`src/hdl/hicsp_pkg.sv`:
```
// Package with constants and types for the hub command and status protocol block.
package hicsp_pkg;
  // --------------------------------------------------------------------------
  // Bus addressing and rate limit
  // --------------------------------------------------------------------------
  localparam logic [6:0] HICSP_SLAVE_ADDR = 7'h55;
  localparam logic [7:0] HICSP_WRITE_ADDR_BYTE = 8'hAA;
  localparam logic [7:0] HICSP_READ_ADDR_BYTE = 8'hAB;
  localparam int HICSP_MAX_RATE_KBPS = 3400;
  // --------------------------------------------------------------------------
  // Status codes
  // --------------------------------------------------------------------------
  localparam logic [7:0] HICSP_STATUS_SUCCESS = 8'h00;
  localparam logic [7:0] HICSP_STATUS_BAD_COMMAND = 8'h01;
  localparam logic [7:0] HICSP_STATUS_NOT_IMPLEMENTED = 8'h02;
  localparam logic [7:0] HICSP_STATUS_BAD_LENGTH = 8'h03;
  localparam logic [7:0] HICSP_STATUS_BAD_VALUE = 8'h04;
  localparam logic [7:0] HICSP_STATUS_BUSY = 8'h05;
  localparam logic [7:0] HICSP_STATUS_LOADER_PAGE_FAULT = 8'h80;
  localparam logic [7:0] HICSP_STATUS_LOADER_CHECK_FAULT = 8'h81;
  localparam logic [7:0] HICSP_STATUS_LOADER_AUTH_FAULT = 8'h82;
  localparam logic [7:0] HICSP_STATUS_LOADER_IMAGE_INVALID = 8'h83;
  localparam logic [7:0] HICSP_STATUS_UNKNOWN = 8'hFF;
  localparam logic [7:0] HICSP_STATUS_RESET = 8'h00;
  // --------------------------------------------------------------------------
  // Core verdict encoding
  // --------------------------------------------------------------------------
  localparam logic [3:0] HICSP_V_OK = 4'h0;
  localparam logic [3:0] HICSP_V_BAD_CMD = 4'h1;
  localparam logic [3:0] HICSP_V_NO_FUNC = 4'h2;
  localparam logic [3:0] HICSP_V_BAD_LEN = 4'h3;
  localparam logic [3:0] HICSP_V_BAD_VAL = 4'h4;
  localparam logic [3:0] HICSP_V_BUSY = 4'h5;
  localparam logic [3:0] HICSP_V_PAGE = 4'h6;
  localparam logic [3:0] HICSP_V_CHECK = 4'h7;
  localparam logic [3:0] HICSP_V_AUTH = 4'h8;
  localparam logic [3:0] HICSP_V_IMAGE = 4'h9;
  // --------------------------------------------------------------------------
  // Timing and write length limit
  // --------------------------------------------------------------------------
  localparam int HICSP_CMD_DELAY_US = 2000;
  localparam int HICSP_CLK_MHZ = 100;
  localparam int HICSP_CMD_DELAY_CYC = HICSP_CMD_DELAY_US * HICSP_CLK_MHZ;
  localparam int HICSP_MAX_WR_BYTES = 16;
  // --------------------------------------------------------------------------
  // Bit engine states
  // --------------------------------------------------------------------------
  typedef enum logic [2:0] {
    HICSP_IDLE = 3'b000,
    HICSP_ADDR = 3'b001,
    HICSP_AACK = 3'b011,
    HICSP_WBYTE = 3'b010,
    HICSP_WACK = 3'b110,
    HICSP_RBYTE = 3'b111,
    HICSP_RACK = 3'b101,
    HICSP_IGNORE = 3'b100
  } hicsp_state_t;
endpackage

```
`src/hdl/hicsp_link_if.sv`:
```
// Interface carrying decoded frame events between the protocol engine and the status keeper.
`timescale 1ns/10ps
interface hicsp_link_if;
  logic frame_start;
  logic wr_byte_valid;
  logic [7:0] wr_byte;
  logic frame_stop;
  logic rd_load;
  logic [7:0] rd_byte;
  modport engine (output frame_start, output wr_byte_valid, output wr_byte, output frame_stop,
    output rd_load, input rd_byte);
  modport keeper (input frame_start, input wr_byte_valid, input wr_byte, input frame_stop,
    input rd_load, output rd_byte);
endinterface

```
`src/hdl/hicsp_top.sv`:
```
// Top of the hub command and status protocol slave: bit engine over SCL and SDA.
`timescale 1ns/10ps
module hicsp_top
  import hicsp_pkg::*;
(
  input wire logic clk,
  input wire logic reset,
  input wire logic scl_in,
  input wire logic sda_in,
  output logic sda_out,
  output logic sda_oe_n,
  output logic [7:0] cmd_family,
  output logic [7:0] cmd_index,
  output logic [7:0] cmd_data0,
  output logic [4:0] cmd_count,
  output logic cmd_valid,
  input wire logic [3:0] core_verdict,
  input wire logic core_done,
  input wire logic [7:0] core_rd_data,
  output logic [7:0] core_rd_ptr,
  output logic [7:0] status_code
);
  // --------------------------------------------------------------------------
  // Pin synchronisers and edge detection
  // --------------------------------------------------------------------------
  // The core clock must run well above SCL; 3400 kbps needs some 29 samples a bit.
  logic [1:0] scl_sync_ff, nxt_scl_sync, sda_sync_ff, nxt_sda_sync;
  logic scl_d_ff, nxt_scl_d, sda_d_ff, nxt_sda_d;
  logic scl_rise, scl_fall, start_det, stop_det;

  always_comb begin
    nxt_scl_sync = {scl_sync_ff[0], scl_in};
    nxt_sda_sync = {sda_sync_ff[0], sda_in};
    nxt_scl_d = scl_sync_ff[1];
    nxt_sda_d = sda_sync_ff[1];
  end

  always_ff @(posedge clk) begin
    if (reset) begin
      scl_sync_ff <= 2'b11;
      sda_sync_ff <= 2'b11;
      scl_d_ff <= 1'b1;
      sda_d_ff <= 1'b1;
    end else begin
      scl_sync_ff <= nxt_scl_sync;
      sda_sync_ff <= nxt_sda_sync;
      scl_d_ff <= nxt_scl_d;
      sda_d_ff <= nxt_sda_d;
    end
  end

  assign scl_rise = scl_sync_ff[1] && !scl_d_ff;
  assign scl_fall = !scl_sync_ff[1] && scl_d_ff;
  assign start_det = scl_sync_ff[1] && scl_d_ff && sda_d_ff && !sda_sync_ff[1];
  assign stop_det = scl_sync_ff[1] && scl_d_ff && !sda_d_ff && sda_sync_ff[1];

  // --------------------------------------------------------------------------
  // Byte engine
  // --------------------------------------------------------------------------
  hicsp_state_t state_ff, nxt_state;
  logic [7:0] shift_ff, nxt_shift;
  logic [3:0] bit_ff, nxt_bit;
  logic drive_low_ff, nxt_drive_low;
  logic nack_ff, nxt_nack;
  logic ev_start, ev_wvalid, ev_stop, ev_rload;
  logic [7:0] ev_wbyte;

  hicsp_link_if link ();

  always_comb begin
    nxt_state = state_ff;
    nxt_shift = shift_ff;
    nxt_bit = bit_ff;
    nxt_drive_low = drive_low_ff;
    nxt_nack = nack_ff;
    ev_start = 1'b0;
    ev_wvalid = 1'b0;
    ev_stop = 1'b0;
    ev_rload = 1'b0;
    ev_wbyte = shift_ff;
    if (start_det) begin
      nxt_state = HICSP_ADDR;
      nxt_bit = 4'h0;
      nxt_drive_low = 1'b0;
    end else if (stop_det) begin
      // Every ended frame is reported, so the keeper can rearm the status byte after any read.
      ev_stop = (state_ff != HICSP_IDLE);
      nxt_state = HICSP_IDLE;
      nxt_drive_low = 1'b0;
    end else begin
      case (state_ff)
        HICSP_IDLE, HICSP_IGNORE: begin
          nxt_drive_low = 1'b0;
        end
        HICSP_ADDR, HICSP_WBYTE: begin
          if (scl_rise) begin
            nxt_shift = {shift_ff[6:0], sda_sync_ff[1]};
            nxt_bit = bit_ff + 4'h1;
          end else if (scl_fall && bit_ff == 4'h8) begin
            nxt_bit = 4'h0;
            if (state_ff == HICSP_WBYTE) begin
              ev_wvalid = 1'b1;
              nxt_drive_low = 1'b0;
              nxt_state = HICSP_WACK;
            end else if (shift_ff[7:1] == HICSP_SLAVE_ADDR) begin
              ev_start = !shift_ff[0];
              nxt_drive_low = 1'b0;
              nxt_state = HICSP_AACK;
            end else begin
              nxt_state = HICSP_IGNORE;
            end
          end
        end
        HICSP_AACK, HICSP_WACK: begin
          // The ack low is applied here, after SCL fell, so SDA never moves while SCL is high.
          if (bit_ff == 4'h0) begin
            nxt_drive_low = 1'b1;
            nxt_bit = 4'h1;
          end else if (scl_fall) begin
            nxt_bit = 4'h0;
            if (state_ff == HICSP_AACK && shift_ff[0]) begin
              ev_rload = 1'b1;
              nxt_shift = link.rd_byte;
              nxt_drive_low = !link.rd_byte[7];
              nxt_state = HICSP_RBYTE;
            end else begin
              nxt_drive_low = 1'b0;
              nxt_state = HICSP_WBYTE;
            end
          end
        end
        HICSP_RBYTE: begin
          if (scl_fall) begin
            if (bit_ff == 4'h7) begin
              nxt_drive_low = 1'b0;
              nxt_bit = 4'h0;
              nxt_state = HICSP_RACK;
            end else begin
              nxt_shift = {shift_ff[6:0], 1'b0};
              nxt_drive_low = !shift_ff[6];
              nxt_bit = bit_ff + 4'h1;
            end
          end
        end
        HICSP_RACK: begin
          if (scl_rise) begin
            nxt_nack = sda_sync_ff[1];
          end else if (scl_fall) begin
            if (nack_ff) begin
              nxt_state = HICSP_IGNORE;
            end else begin
              ev_rload = 1'b1;
              nxt_shift = link.rd_byte;
              nxt_drive_low = !link.rd_byte[7];
              nxt_state = HICSP_RBYTE;
            end
          end
        end
        default: begin
          nxt_state = HICSP_IDLE;
          nxt_drive_low = 1'b0;
        end
      endcase
    end
  end

  always_ff @(posedge clk) begin
    if (reset) begin
      state_ff <= HICSP_IDLE;
      shift_ff <= 8'h00;
      bit_ff <= 4'h0;
      drive_low_ff <= 1'b0;
      nack_ff <= 1'b0;
    end else begin
      state_ff <= nxt_state;
      shift_ff <= nxt_shift;
      bit_ff <= nxt_bit;
      drive_low_ff <= nxt_drive_low;
      nack_ff <= nxt_nack;
    end
  end

  assign link.frame_start = ev_start;
  assign link.wr_byte_valid = ev_wvalid;
  assign link.wr_byte = ev_wbyte;
  assign link.frame_stop = ev_stop;
  assign link.rd_load = ev_rload;
  assign sda_out = 1'b0;
  assign sda_oe_n = !drive_low_ff;

  hicsp_status_keeper u_keeper (
    .clk(clk),
    .reset(reset),
    .link(link),
    .cmd_family(cmd_family),
    .cmd_index(cmd_index),
    .cmd_data0(cmd_data0),
    .cmd_count(cmd_count),
    .cmd_valid(cmd_valid),
    .core_verdict(core_verdict),
    .core_done(core_done),
    .core_rd_data(core_rd_data),
    .core_rd_ptr(core_rd_ptr),
    .status_code(status_code)
  );
endmodule

```
`src/hdl/hicsp_status_keeper.sv`:
```
// Status keeper: holds the first three bytes and the byte count of the written frame, the status code and the read-back pointer.
`timescale 1ns/10ps
module hicsp_status_keeper
  import hicsp_pkg::*;
(
  input wire logic clk,
  input wire logic reset,
  hicsp_link_if.keeper link,
  output logic [7:0] cmd_family,
  output logic [7:0] cmd_index,
  output logic [7:0] cmd_data0,
  output logic [4:0] cmd_count,
  output logic cmd_valid,
  input wire logic [3:0] core_verdict,
  input wire logic core_done,
  input wire logic [7:0] core_rd_data,
  output logic [7:0] core_rd_ptr,
  output logic [7:0] status_code
);
  logic [7:0] fam_ff, nxt_fam, idx_ff, nxt_idx, dat_ff, nxt_dat, stat_ff, nxt_stat;
  logic [4:0] cnt_ff, nxt_cnt;
  logic [7:0] ptr_ff, nxt_ptr;
  logic first_ff, nxt_first, valid_ff, nxt_valid, pend_ff, nxt_pend;
  logic open_ff, nxt_open, cmd_end;

  // Only a write frame that carried bytes is a command; a read frame's STOP must not restart it.
  assign cmd_end = link.frame_stop && open_ff && cnt_ff != 5'h00;

  function automatic logic [7:0] code_of(input logic [3:0] v);
    case (v)
      HICSP_V_OK: code_of = HICSP_STATUS_SUCCESS;
      HICSP_V_BAD_CMD: code_of = HICSP_STATUS_BAD_COMMAND;
      HICSP_V_NO_FUNC: code_of = HICSP_STATUS_NOT_IMPLEMENTED;
      HICSP_V_BAD_LEN: code_of = HICSP_STATUS_BAD_LENGTH;
      HICSP_V_BAD_VAL: code_of = HICSP_STATUS_BAD_VALUE;
      HICSP_V_BUSY: code_of = HICSP_STATUS_BUSY;
      HICSP_V_PAGE: code_of = HICSP_STATUS_LOADER_PAGE_FAULT;
      HICSP_V_CHECK: code_of = HICSP_STATUS_LOADER_CHECK_FAULT;
      HICSP_V_AUTH: code_of = HICSP_STATUS_LOADER_AUTH_FAULT;
      HICSP_V_IMAGE: code_of = HICSP_STATUS_LOADER_IMAGE_INVALID;
      default: code_of = HICSP_STATUS_UNKNOWN;
    endcase
  endfunction

  always_comb begin
    nxt_fam = fam_ff;
    nxt_idx = idx_ff;
    nxt_dat = dat_ff;
    nxt_cnt = cnt_ff;
    nxt_stat = stat_ff;
    nxt_ptr = ptr_ff;
    nxt_first = first_ff;
    nxt_valid = 1'b0;
    nxt_pend = pend_ff;
    nxt_open = open_ff;
    if (link.frame_start) begin
      nxt_cnt = 5'h00;
      nxt_first = 1'b1;
      nxt_open = 1'b1;
    end
    if (link.frame_stop) begin
      nxt_open = 1'b0;
      nxt_first = 1'b1;
    end
    if (link.wr_byte_valid) begin
      if (cnt_ff == 5'h00) begin
        nxt_fam = link.wr_byte;
      end else if (cnt_ff == 5'h01) begin
        nxt_idx = link.wr_byte;
      end else if (cnt_ff == 5'h02) begin
        nxt_dat = link.wr_byte;
      end
      if (cnt_ff != 5'h1F) begin
        nxt_cnt = cnt_ff + 5'h01;
      end
    end
    // Status stays busy until the core answers; a repeated read returns it unchanged.
    if (cmd_end) begin
      nxt_valid = 1'b1;
      nxt_pend = 1'b1;
      nxt_stat = HICSP_STATUS_BUSY;
      nxt_ptr = 8'h00;
    end else if (pend_ff && core_done) begin
      nxt_pend = 1'b0;
      nxt_stat = code_of(core_verdict);
    end
    if (link.rd_load) begin
      if (first_ff) begin
        nxt_first = 1'b0;
      end else begin
        nxt_ptr = ptr_ff + 8'h01;
      end
    end
  end

  always_ff @(posedge clk) begin
    if (reset) begin
      fam_ff <= 8'h00;
      idx_ff <= 8'h00;
      dat_ff <= 8'h00;
      cnt_ff <= 5'h00;
      stat_ff <= HICSP_STATUS_RESET;
      ptr_ff <= 8'h00;
      first_ff <= 1'b1;
      valid_ff <= 1'b0;
      pend_ff <= 1'b0;
      open_ff <= 1'b0;
    end else begin
      fam_ff <= nxt_fam;
      idx_ff <= nxt_idx;
      dat_ff <= nxt_dat;
      cnt_ff <= nxt_cnt;
      stat_ff <= nxt_stat;
      ptr_ff <= nxt_ptr;
      first_ff <= nxt_first;
      valid_ff <= nxt_valid;
      pend_ff <= nxt_pend;
      open_ff <= nxt_open;
    end
  end

  // The status byte leads the first read phase after reset, a STOP or a write address; data follows from the selected location.
  assign link.rd_byte = first_ff ? stat_ff : core_rd_data;
  assign cmd_family = fam_ff;
  assign cmd_index = idx_ff;
  assign cmd_data0 = dat_ff;
  assign cmd_count = cnt_ff;
  assign cmd_valid = valid_ff;
  assign core_rd_ptr = ptr_ff;
  assign status_code = stat_ff;
endmodule

```
`config.mk`:
```
export PLATFORM = sky130hd
export DESIGN_NAME = hicsp_top
export DESIGN_NICKNAME = d
export VERILOG_FILES = /design/src/hdl/hicsp_pkg.sv /design/src/hdl/hicsp_link_if.sv /design/src/hdl/hicsp_top.sv /design/src/hdl/hicsp_status_keeper.sv
export SDC_FILE = /design/constraint.sdc
export NUM_CORES = 1
export LEC_CHECK = 0
export BUFFER_PORTS_ARGS = -buffer_cell sky130_fd_sc_hd__buf_4
export CAP_MARGIN = 20
export CORE_MARGIN = 2
export CORE_UTILIZATION = 57
export DETAILED_ROUTE_END_ITERATION = 8
export PLACE_DENSITY = 0.92
export SYNTH_ARGS = -nofsm -noshare
export SYNTH_HDL_FRONTEND = slang
export SYNTH_HIERARCHICAL = 1
export SYNTH_SLANG_ARGS = --single-unit
```
`constraint.sdc`:
```
create_clock -name clk -period 4.5 [get_ports clk]
set_input_delay 1.125 -clock clk [delete_from_list [all_inputs] [get_ports clk]]
set_output_delay 1.125 -clock clk [all_outputs]
set_load 0.01 [all_outputs]
```
Word-level counts from Yosys, hierarchy flattened --
Memory sizes are Yosys's and may differ from the RTL's. Index checks and enable logic that the tools add are counted.
Operators by class: add/sub/neg operators 3, equal/unequal tests 36, muxes and demuxes 85, bitwise logic cells 4, reductions and logical operators 45
Operators with widths (count):
- 8-bit two-way mux | 13
- 1-bit two-way mux | 44
- 3-bit two-way mux | 13
- 4-bit inequality test, second input constant | 8
- 8-bit case mux with 4 select lines | 1
- 4-bit two-way mux | 6
- 2-bit inequality test, second input constant | 12
- 9-bit AND reduction | 2
- 5-bit two-way mux | 3
- 3-bit equality test, second input constant | 4
- 1-bit logical AND | 12
- 3-bit case mux with 4 select lines | 1
- 4-bit case mux with 3 select lines | 1
- 12-bit AND reduction | 1
- 2-bit OR reduction | 6
- 3-bit inequality test, second input constant | 3
- 8-bit by 1-bit adder with 8-bit output, second input constant | 1
- 1-bit zero test | 8
- 4-bit AND reduction | 2
- 8-bit AND reduction | 1
- 7-bit equality test, second input constant | 1
- 3-bit by 2-bit equality test with 1-bit output, second input constant | 2
- 3-bit nonzero test | 2
- 6-bit nonzero test | 1
- 22 further kinds | 25
Word-level totals: register bits after elaboration 72, memory bits (read-only) 128, output and inout bits 48, memories 1
Memory list:
- (no name shown) | words 16, bits a word 8, rd ports 1, clocked after Yosys merged registers in 0, wr ports 0, RTL line hicsp_status_keeper.sv:30 | case (v)

Logic depth before layout (Yosys ltp) --
Gate-level depths: netlist of run 1.
depth in word-level cells 12, depth in mapped cells 10

By module --
The synthesis of run 1 kept the hierarchy.
By module, submodules not included:
- hicsp_status_keeper | instances 1, cells each 232, area each 2078.2 um2, sequential area each 920.9 um2
- hicsp_top | instances 1, cells each 194, area each 1604.0 um2, sequential area each 460.4 um2

Least setup slack after synthesis of run 1 --
OpenSTA, ideal clock, no wires.
path type register -> register, start point register shift_ff[1], in the netlist ev_wbyte[1], end point register u_keeper.cnt_ff[3], in the netlist u_keeper/cmd_count[3], library setup time 0.120 ns, data arrival time 1.874 ns, required time 4.380 ns, setup slack 2.507 ns, cell stages (with the launch flop) 7, path buffers 0, period minus slack after synthesis 1.993 ns, cell sequence dfxtp_1 nor4bb_1 nand4_1 nor4_1 o21ai_0 a21oi_1 nor3_1
On the way: cells in the longest elaborated chain, start to end 11
RTL lines:
- from (decl) | RTL line hicsp_top.sv:61 | logic [7:0] shift_ff, nxt_shift;
- from (signal assigned) | RTL line hicsp_top.sv:176 | shift_ff <= nxt_shift;
- 7-bit equality test (*) | RTL line hicsp_top.sv:105 | end else if (shift_ff[7:1] == HICSP_SLAVE_ADDR) begin
- 1-bit two-way mux (*) | RTL line hicsp_top.sv:105
- 1-bit two-way mux (*) | RTL line hicsp_top.sv:101 | if (state_ff == HICSP_WBYTE) begin
- 1-bit two-way mux (*) | RTL line hicsp_top.sv:99 | end else if (scl_fall && bit_ff == 4'h8) begin
- 1-bit two-way mux (*) | RTL line hicsp_top.sv:96 | if (scl_rise) begin
- 1-bit two-way mux (*) | RTL line hicsp_top.sv:91 | case (state_ff)
- 1-bit two-way mux (*) | RTL line hicsp_top.sv:85 | end else if (stop_det) begin
- 1-bit two-way mux (*) | RTL line hicsp_top.sv:81 | if (start_det) begin
- named net ev_start | RTL line hicsp_top.sv:65 | logic ev_start, ev_wvalid, ev_stop, ev_rload;
- 5-bit two-way mux (*) | RTL line hicsp_status_keeper.sv:56 | if (link.frame_start) begin
- 5-bit two-way mux | RTL line hicsp_status_keeper.sv:73 | if (cnt_ff != 5'h1F) begin
- 5-bit two-way mux (*) | RTL line hicsp_status_keeper.sv:65 | if (link.wr_byte_valid) begin
- to (signal assigned) | RTL line hicsp_status_keeper.sv:112 | cnt_ff <= nxt_cnt;
- to (decl) | RTL line hicsp_status_keeper.sv:21 | logic [4:0] cnt_ff, nxt_cnt;
The timed path passes the listed nets; every way through them passes the cells marked *. A chain may end at the register's enable or synchronous reset.

Worst setup path after layout of run 1 --
start point register state_ff[1], end point register u_keeper.dat_ff[2], in the netlist u_keeper/cmd_data0[2]
On the way: cells in the longest elaborated chain, start to end 8, elaborated cells between the ends (all ways) 10
RTL lines:
- from (decl) | RTL line hicsp_top.sv:60 | hicsp_state_t state_ff, nxt_state;
- from (signal assigned) | RTL line hicsp_top.sv:175 | state_ff <= nxt_state;
- 3-bit by 2-bit equality test with 1-bit output | RTL line hicsp_top.sv:91, hicsp_top.sv:101
- 1-bit two-way mux | RTL line hicsp_top.sv:101
- 1-bit two-way mux | RTL line hicsp_top.sv:99
- 1-bit two-way mux | RTL line hicsp_top.sv:96
- 1-bit two-way mux (*) | RTL line hicsp_top.sv:91
- 1-bit two-way mux (*) | RTL line hicsp_top.sv:85
- 1-bit two-way mux (*) | RTL line hicsp_top.sv:81
- named net ev_wvalid | RTL line hicsp_top.sv:65
- 4-bit AND reduction (no line) (*)
- to (signal assigned) | RTL line hicsp_status_keeper.sv:111 | dat_ff <= nxt_dat;
- to (decl) | RTL line hicsp_status_keeper.sv:20 | logic [7:0] fam_ff, nxt_fam, idx_ff, nxt_idx, dat_ff, nxt_dat, stat_ff, nxt_stat;
Marked as above.

==> impl_metrics.json, run 1 <==
{
  "grt_pass1_vias": 3114,
  "diodes": 0,
  "synth_edf_count": 0,
  "ir_drop_mv": 0.1971,
  "worstSetupPathType": "reg -> reg",
  "maxCapViolCount": 0,
  "dieArea_mm2": 0.007119,
  "setup.worst_path.end_class": "register",
  "rows": 29,
  "seqPwrFrac_pct": 56.7,
  "reg2regPathDepth": 7,
  "outcome": "finished, final reports clean",
  "timing.rr.end": "u_keeper/cmd_data0[2]",
  "p_int_w": 0.0008265,
  "yosysSeqAreaShare_pct": 37.51,
  "holdCritPathClass": "reg -> reg",
  "slew_headroom_pct": 41.48,
  "multi_input_area_mm2": 0.002076,
  "via_per_inst": 5.923,
  "die-height_um": 84.38,
  "ctsRootBufferMaster": "clkbuf_8",
  "cts_tree": "built",
  "drcViolationCount": 0,
  "pre_cts_slack_ns": 1.579,
  "coreArea_mm2": 0.006314,
  "fin_ws_ns": 1.466,
  "final_max_slew_viol_count": 0,
  "hpwl_um": 6023,
  "startpoint": "state_ff[1]",
  "power_switching_w": 0.0002618,
  "fmax_mhz": 329.6,
  "synthArstFlopShare_pct": 0,
  "gp_congestion": 0.9137,
  "synth.cell_area_mm2": 0.003682,
  "slowest_stage": "dfxtp_1",
  "cts_buffers": 9,
  "p_comb_share_pct": 4.3,
  "synth_nets": 451,
  "grt_max_degree": 65,
  "synthTopCellsByArea": "dfxtp_1 38%, mux2i_1 8.2%, a21oi_1 5.2%",
  "synth_top_area_share_pct": 37.51,
  "required_ns": 4.71,
  "io_pins": 65,
  "clockBufferDepth": 2,
  "min_period_over_period_pct": 67.42,
  "ctsHoldBuffers": 0,
  "antenna_found_initial": 0,
  "die_x_um": 84.38,
  "rsz0062_at_grt": "no",
  "ctsResizeCount": 0,
  "drive_above_1_share_pct": 21.71,
  "crit_chain": "nor3b_1, nor2b_1, nor4b_1, buf_4, and4bb_1, mux2i_1, nor2_1",
  "yosysTopAreaCell": "dfxtp_1",
  "critical_path.max_fanout": 24,
  "drt-initial-drc-count": 289,
  "yosys_warnings": 6,
  "finalPower_w": 0.001088,
  "r2r-start": "state_ff[1]",
  "power_density_mw_per_mm2": 256.0,
  "endpoint": "u_keeper/cmd_data0[2]",
  "critPathMaxStageDelay_ns": 0.81,
  "numPortBuffers": 63,
  "ys_ff_latch": 69,
  "n_fill_cell": 493,
  "syn_avg_cell_area_um2": 8.644,
  "swShare_pct": 24.06,
  "timing.setup.tns_ns": 0,
  "routed_wirelength_um": 8713,
  "worstMarginPinSlew_ns": 0.8746,
  "power.leakage_nw": 1.668,
  "yosys.cell_types.count": 70,
  "insertion_delay_ns": 0.35,
  "final_cells": 556,
  "fin_crit_ns": 3.034,
  "grt_pass1_wl_um": 14360,
  "ant_nets": 0,
  "dr.pass1.iters": 5,
  "synth_cells": 426,
  "grt.total_usage_pct": 24.76,
  "finalClockSkew_ns": 0.01070,
  "area_growth_pct": 15.46,
  "initial_core_util_pct": 58.32,
  "gr-total-overflow": 0,
  "seq_area_mm2": 0.001381,
  "place_inst": 540,
  "cts-htree-levels": 3,
  "finalSetupViolations": 0,
  "nNetsFinal": 500,
  "cp.arrival_ns": 3.25,
  "postLayoutCoreUtil_pct": 67.34,
  "post_cts_buffers": 0,
  "num_vias": 3293,
  "synthFlopType": "dfxtp_1",
  "cts_sinks": 69,
  "routedWlPerCell_um": 15.67,
  "startpoint_type": "register",
  "pwr-share-clk_pct": 39.0,
  "hold_viol": 0,
  "r2r_slack_ns": 1.47,
  "cts.clk_slew.worst_paths_ns": 0.07
}
[cell usage in the layout, fill, tap and decap left out, types with 7 or more instances in the layout]
cell type / synthesis / layout
ha_1: 8 / 8
nand3_1: 19 / 19
nand3b_1: 8 / 8
inv_1: 15 / 15
buf_4: 9 / 64
nor3_1: 11 / 11
nor2b_1: 8 / 8
or3_1: 8 / 8
nand2_1: 25 / 25
dfxtp_1: 69 / 69
o21ai_0: 27 / 27
mux2i_1: 30 / 30
a21oi_1: 38 / 38
nor2_1: 39 / 39
clkbuf_8: 0 / 9
or2_2: 7 / 7
[final cells by class]
type | count | area share [%]
Clock inverter | 5 | 0.6769
Clock buffer | 10 | 3.002
Sequential cell | 69 | 32.49
Tap cell | 77 | 2.266
Multi-Input combinational cell | 315 | 48.82
Inverter | 15 | 1.324
Timing Repair Buffer | 65 | 11.42
[worst max-delay path: cells and delay by family (launching register included)]
| family | cells | cell delay, ns |
|---|---|---|
| and+or+nand+nor | 5 | 1.59 |
| muxes | 1 | 0.27 |
| buffers and inverters | 1 | 0.23 |
| DFF | 1 | 0.81 |
[sequential cells by signal, summed over array words and instances, names as in the netlist]
signal and count:
scl_sync_ff 2, u_keeper/status_code 5, u_keeper/core_rd_ptr 8, u_keeper/pend_ff 1
u_keeper/open_ff 1, ev_wbyte 8, drive_low_ff 1, state_ff 3
sda_d_ff 1, u_keeper/cmd_index 8, sda_sync_ff 2, u_keeper/first_ff 1
u_keeper/cmd_data0 8, u_keeper/cmd_valid 1, u_keeper/cmd_family 8, nack_ff 1
bit_ff 4, u_keeper/cmd_count 5, scl_d_ff 1
[synthesized netlist by cell type, drive strengths merged, types with 2 or more instances]
library cell  number
o21ai             31
or2                7
nor2b              8
mux2i             30
ha                 8
o211ai             5
nand4b             3
buf               17
mux2               4
nor2              39
nand2b             4
or3b               2
a41oi              2
nand2             25
nand4              4
nand3             19
or3                8
nand3b             8
xor2               2
nor3b              4
a21oi             39
clkbuf            10
dfxtp             69
inv               15
o21a               2
nor4               2
a31oi              4
xnor2              2
and2               5
and3               6
a32oi              2
nor3              13
o31ai              3
[per-layer routing]
layer / GRT usage (%) / vias up / wire length [µm]
li1: - / 1613 / -
met1: 29.81 / 1552 / 3617
met2: 42.57 / 111 / 4400
met3: 6.588 / 17 / 534
met4: 9.091 / 0 / 159
met5: 0 / - / 0
[power groups by stage]
stage                     clock network (W)  registers [W]  logic (W)
after floorplan                           0       0.000629  0.0000346
after global placement                    0       0.000630  0.0000458
after detailed placement                  0       0.000631  0.0000469
after CTS                          0.000432       0.000616  0.0000473
after global routing               0.000453       0.000617  0.0000520
final                              0.000424       0.000617  0.0000473
[per-stage QoR]
step	cell area [µm²]	hold WS, ns
5_1_grt	4252	0.4182
4_1_cts	4247	0.4095
2_1_floorplan	3682	0.3895
3_5_place_dp	4090	0.3936
3_3_place_gp	4090	0.3923
6_report	4252	0.4074
[kinds of logic after synthesis]
group | after synthesis | share of synthesized area (%)
other cells | 1 | 0.1018
fa+ha+maj | 8 | 2.718
xor+xnor | 4 | 0.9516
flops | 69 | 37.51
buf+inv | 42 | 6.116
compound gates | 102 | 18.28
simple gates | 166 | 24.94
mux | 34 | 9.378
[worst min path at each step]
| stage | start | end | slack [ns] | cells after the start |
|---|---|---|---|---|
| 2_1_floorplan | scl_sync_ff[0] | scl_sync_ff[1] | 0.39 | 1 |
| 3_3_place_gp | sda_sync_ff[0] | sda_sync_ff[1] | 0.39 | 1 |
| 3_5_place_dp | sda_sync_ff[0] | sda_sync_ff[1] | 0.39 | 1 |
| 4_1_cts | sda_sync_ff[0] | sda_sync_ff[1] | 0.41 | 1 |
| 5_1_grt | sda_sync_ff[0] | sda_sync_ff[1] | 0.42 | 1 |
| 6_report | sda_sync_ff[0] | sda_sync_ff[1] | 0.41 | 1 |
Power figures use the tool's default switching activity.
==> run 2, diff against run 1 <==
--- a/config.mk
+++ b/config.mk
@@ -8,9 +8,9 @@
 export BUFFER_PORTS_ARGS = -buffer_cell sky130_fd_sc_hd__buf_4
 export CAP_MARGIN = 20
 export CORE_MARGIN = 2
-export CORE_UTILIZATION = 57
+export CORE_UTILIZATION = 51
 export DETAILED_ROUTE_END_ITERATION = 8
-export PLACE_DENSITY = 0.92
+export PLACE_DENSITY = 0.88
 export SYNTH_ARGS = -nofsm -noshare
 export SYNTH_HDL_FRONTEND = slang
 export SYNTH_HIERARCHICAL = 1
==> constraint.sdc (replaced) <==
create_clock -name clk -period 2.6 [get_ports clk]
set_input_delay 0.65 -clock clk [delete_from_list [all_inputs] [get_ports clk]]
set_output_delay 0.65 -clock clk [all_outputs]
set_load 0.01 [all_outputs]
==> run 2 against run 1 <==
  * Hold slack better by 0.0033 ns
  * Register-to-register slack worse by 1.2 ns
  * Clock skew shrank 0.0025 ns
  * Final area increased by 3.5%
  * Combinational power up 82%
  * Global-route usage down 0.65 points
  * Critical path depth up 1
  * Sequential power increased by 73%
  * Critical path type unchanged
==> impl_metrics.json, run 2 (synthesis gave the netlist of run 1 again) <==
{
  "timing.setup.tns_ns": 0,
  "final_cell_mix": "77 x buf_4, 69 x dfxtp_1, 39 x nor2_1",
  "finalSetupViolations": 0,
  "cts-htree-levels": 3,
  "insertion_delay_ns": 0.35,
  "diodes": 0,
  "clockBufferDepth": 2,
  "grt_pass1_wl_um": 14690,
  "initial_core_util_pct": 53.32,
  "coreArea_mm2": 0.006907,
  "grt_max_degree": 65,
  "ir_drop_mv": 0.2777,
  "n_fill_cell": 580,
  "ctsHoldBuffers": 0,
  "power_density_mw_per_mm2": 454.4,
  "ant_nets": 0,
  "cts.clk_slew.worst_paths_ns": 0.07,
  "fmax_mhz": 434.5,
  "startpoint_type": "register",
  "fin_crit_ns": 2.301,
  "routedWlPerCell_um": 16.11,
  "dieArea_mm2": 0.007916,
  "ctsRootBufferMaster": "clkbuf_8",
  "holdCritPathClass": "reg -> reg",
  "critical_path.max_fanout": 8,
  "die-height_um": 88.97,
  "outcome": "finished, final reports clean",
  "die_x_um": 88.97,
  "reg2regPathDepth": 8,
  "num_vias": 3427,
  "layout_commonest_cell": "buf_4",
  "cts_tree": "built",
  "power.leakage_nw": 1.741,
  "min_period_over_period_pct": 88.51,
  "grt_pass1_vias": 3177,
  "worstHoldPathCells": 1,
  "postLayoutCoreUtil_pct": 63.73,
  "dr.pass1.iters": 5,
  "worstMarginPinSlew_ns": 0.6447,
  "final_max_slew_viol_count": 0,
  "area_growth_pct": 19.54,
  "routed_wirelength_um": 9475,
  "dpl_cell_area_mm2": 0.004204,
  "rows": 30,
  "nNetsFinal": 512,
  "gr-total-overflow": 0,
  "grt.total_usage_pct": 24.11,
  "gp_congestion": 0.9209,
  "cp.arrival_ns": 2.51,
  "drcViolationCount": 0,
  "io_pins": 65,
  "hold_viol": 0,
  "slew_headroom_pct": 57.02,
  "drt-initial-drc-count": 222,
  "antenna_found_initial": 0,
  "setup.worst_path.end_class": "register",
  "maxCapViolCount": 0,
  "cts_buffers": 9,
  "rsz0062_at_grt": "no",
  "worstSetupPathType": "reg -> reg",
  "design_area_mm2": 0.004402,
  "drive_above_1_share_pct": 23.58,
  "required_ns": 2.81,
  "finalClockSkew_ns": 0.008153,
  "hpwl_um": 6559,
  "numPortBuffers": 63,
  "via_per_inst": 5.828,
  "cts_sinks": 69
}
run 2: cell count changes in the layout (fill, tap and decap cells not counted), sizes merged:
cell    previous run  this run
buf               65        77
clkbuf            10        12
clkinv             5         3
bufinv             0         1
run 2: layer usage:
metal / vias up / share of wire (%) / track usage (%)
met1: 1646 / 40 / 28.33
met3: 28 / 5.5 / 5.633
met5: - / 0 / 0
li1: 1646 / - / -
met2: 107 / 51 / 41.59
met4: 0 / 2.9 / 11.40
run 2: layout make-up:
cell class                      instances  area, µm²  area share [%]
Multi-Input combinational cell        315       2082           47.30
Inverter                               15      56.30           1.279
Clock buffer                           12      135.1           3.070
Sequential cell                        69       1381           31.38
Tap cell                               96      120.1           2.729
Timing Repair Buffer                   77      578.1           13.13
Clock inverter                          4      48.80           1.109
run 2: worst max-delay path: stages, from the launching register on:
cell	delay, ns
dfxtp_1	0.42
and2b_1	0.25
nand4b_2	0.16
nor2b_1	0.16
nor4b_2	0.38
and4bb_1	0.26
buf_4	0.19
mux2i_1	0.26
nor2_1	0.07
run 2: what timing repair did:
| item | CTS | global route |
|---|---|---|
| gates resized for setup | 0 | 1 |
| buffers inserted | 0 | 1 |
| hold endpoints to repair | 0 | 0 |
| setup endpoints to repair | 0 | 9 |
run 2: metrics by stage:
stage               worst slack, ns  std cells  hold slack (ns)  total power, W
floorplan                    0.6066        426           0.3895        0.001148
global route                 0.2027        588           0.4282        0.002059
global placement             0.2583        571           0.3928        0.001172
finish                       0.2987        588           0.4107        0.002000
CTS                         0.05413        587           0.4139        0.002008
detailed placement          0.08232        571           0.3978        0.001175
run 2: worst paths after layout:
path | from | slack [ns] | end
max reg2reg | scl_d_ff | 0.30 | u_keeper/cmd_data0[7]
min reg2reg | sda_sync_ff[0] | 0.41 | sda_sync_ff[1]
max | scl_d_ff | 0.30 | u_keeper/cmd_data0[7]
min | sda_sync_ff[0] | 0.41 | sda_sync_ff[1]
run 2: power by group:
| part | leakage, nW | internal (W) | switching, W |
|---|---|---|---|
| registers | 0.557 | 0.00106 | 0.00000471 |
| clock network | 0.0943 | 0.000443 | 0.000406 |
| logic | 1.09 | 0.0000352 | 0.0000510 |
| total | 1.74 | 0.00154 | 0.000462 |
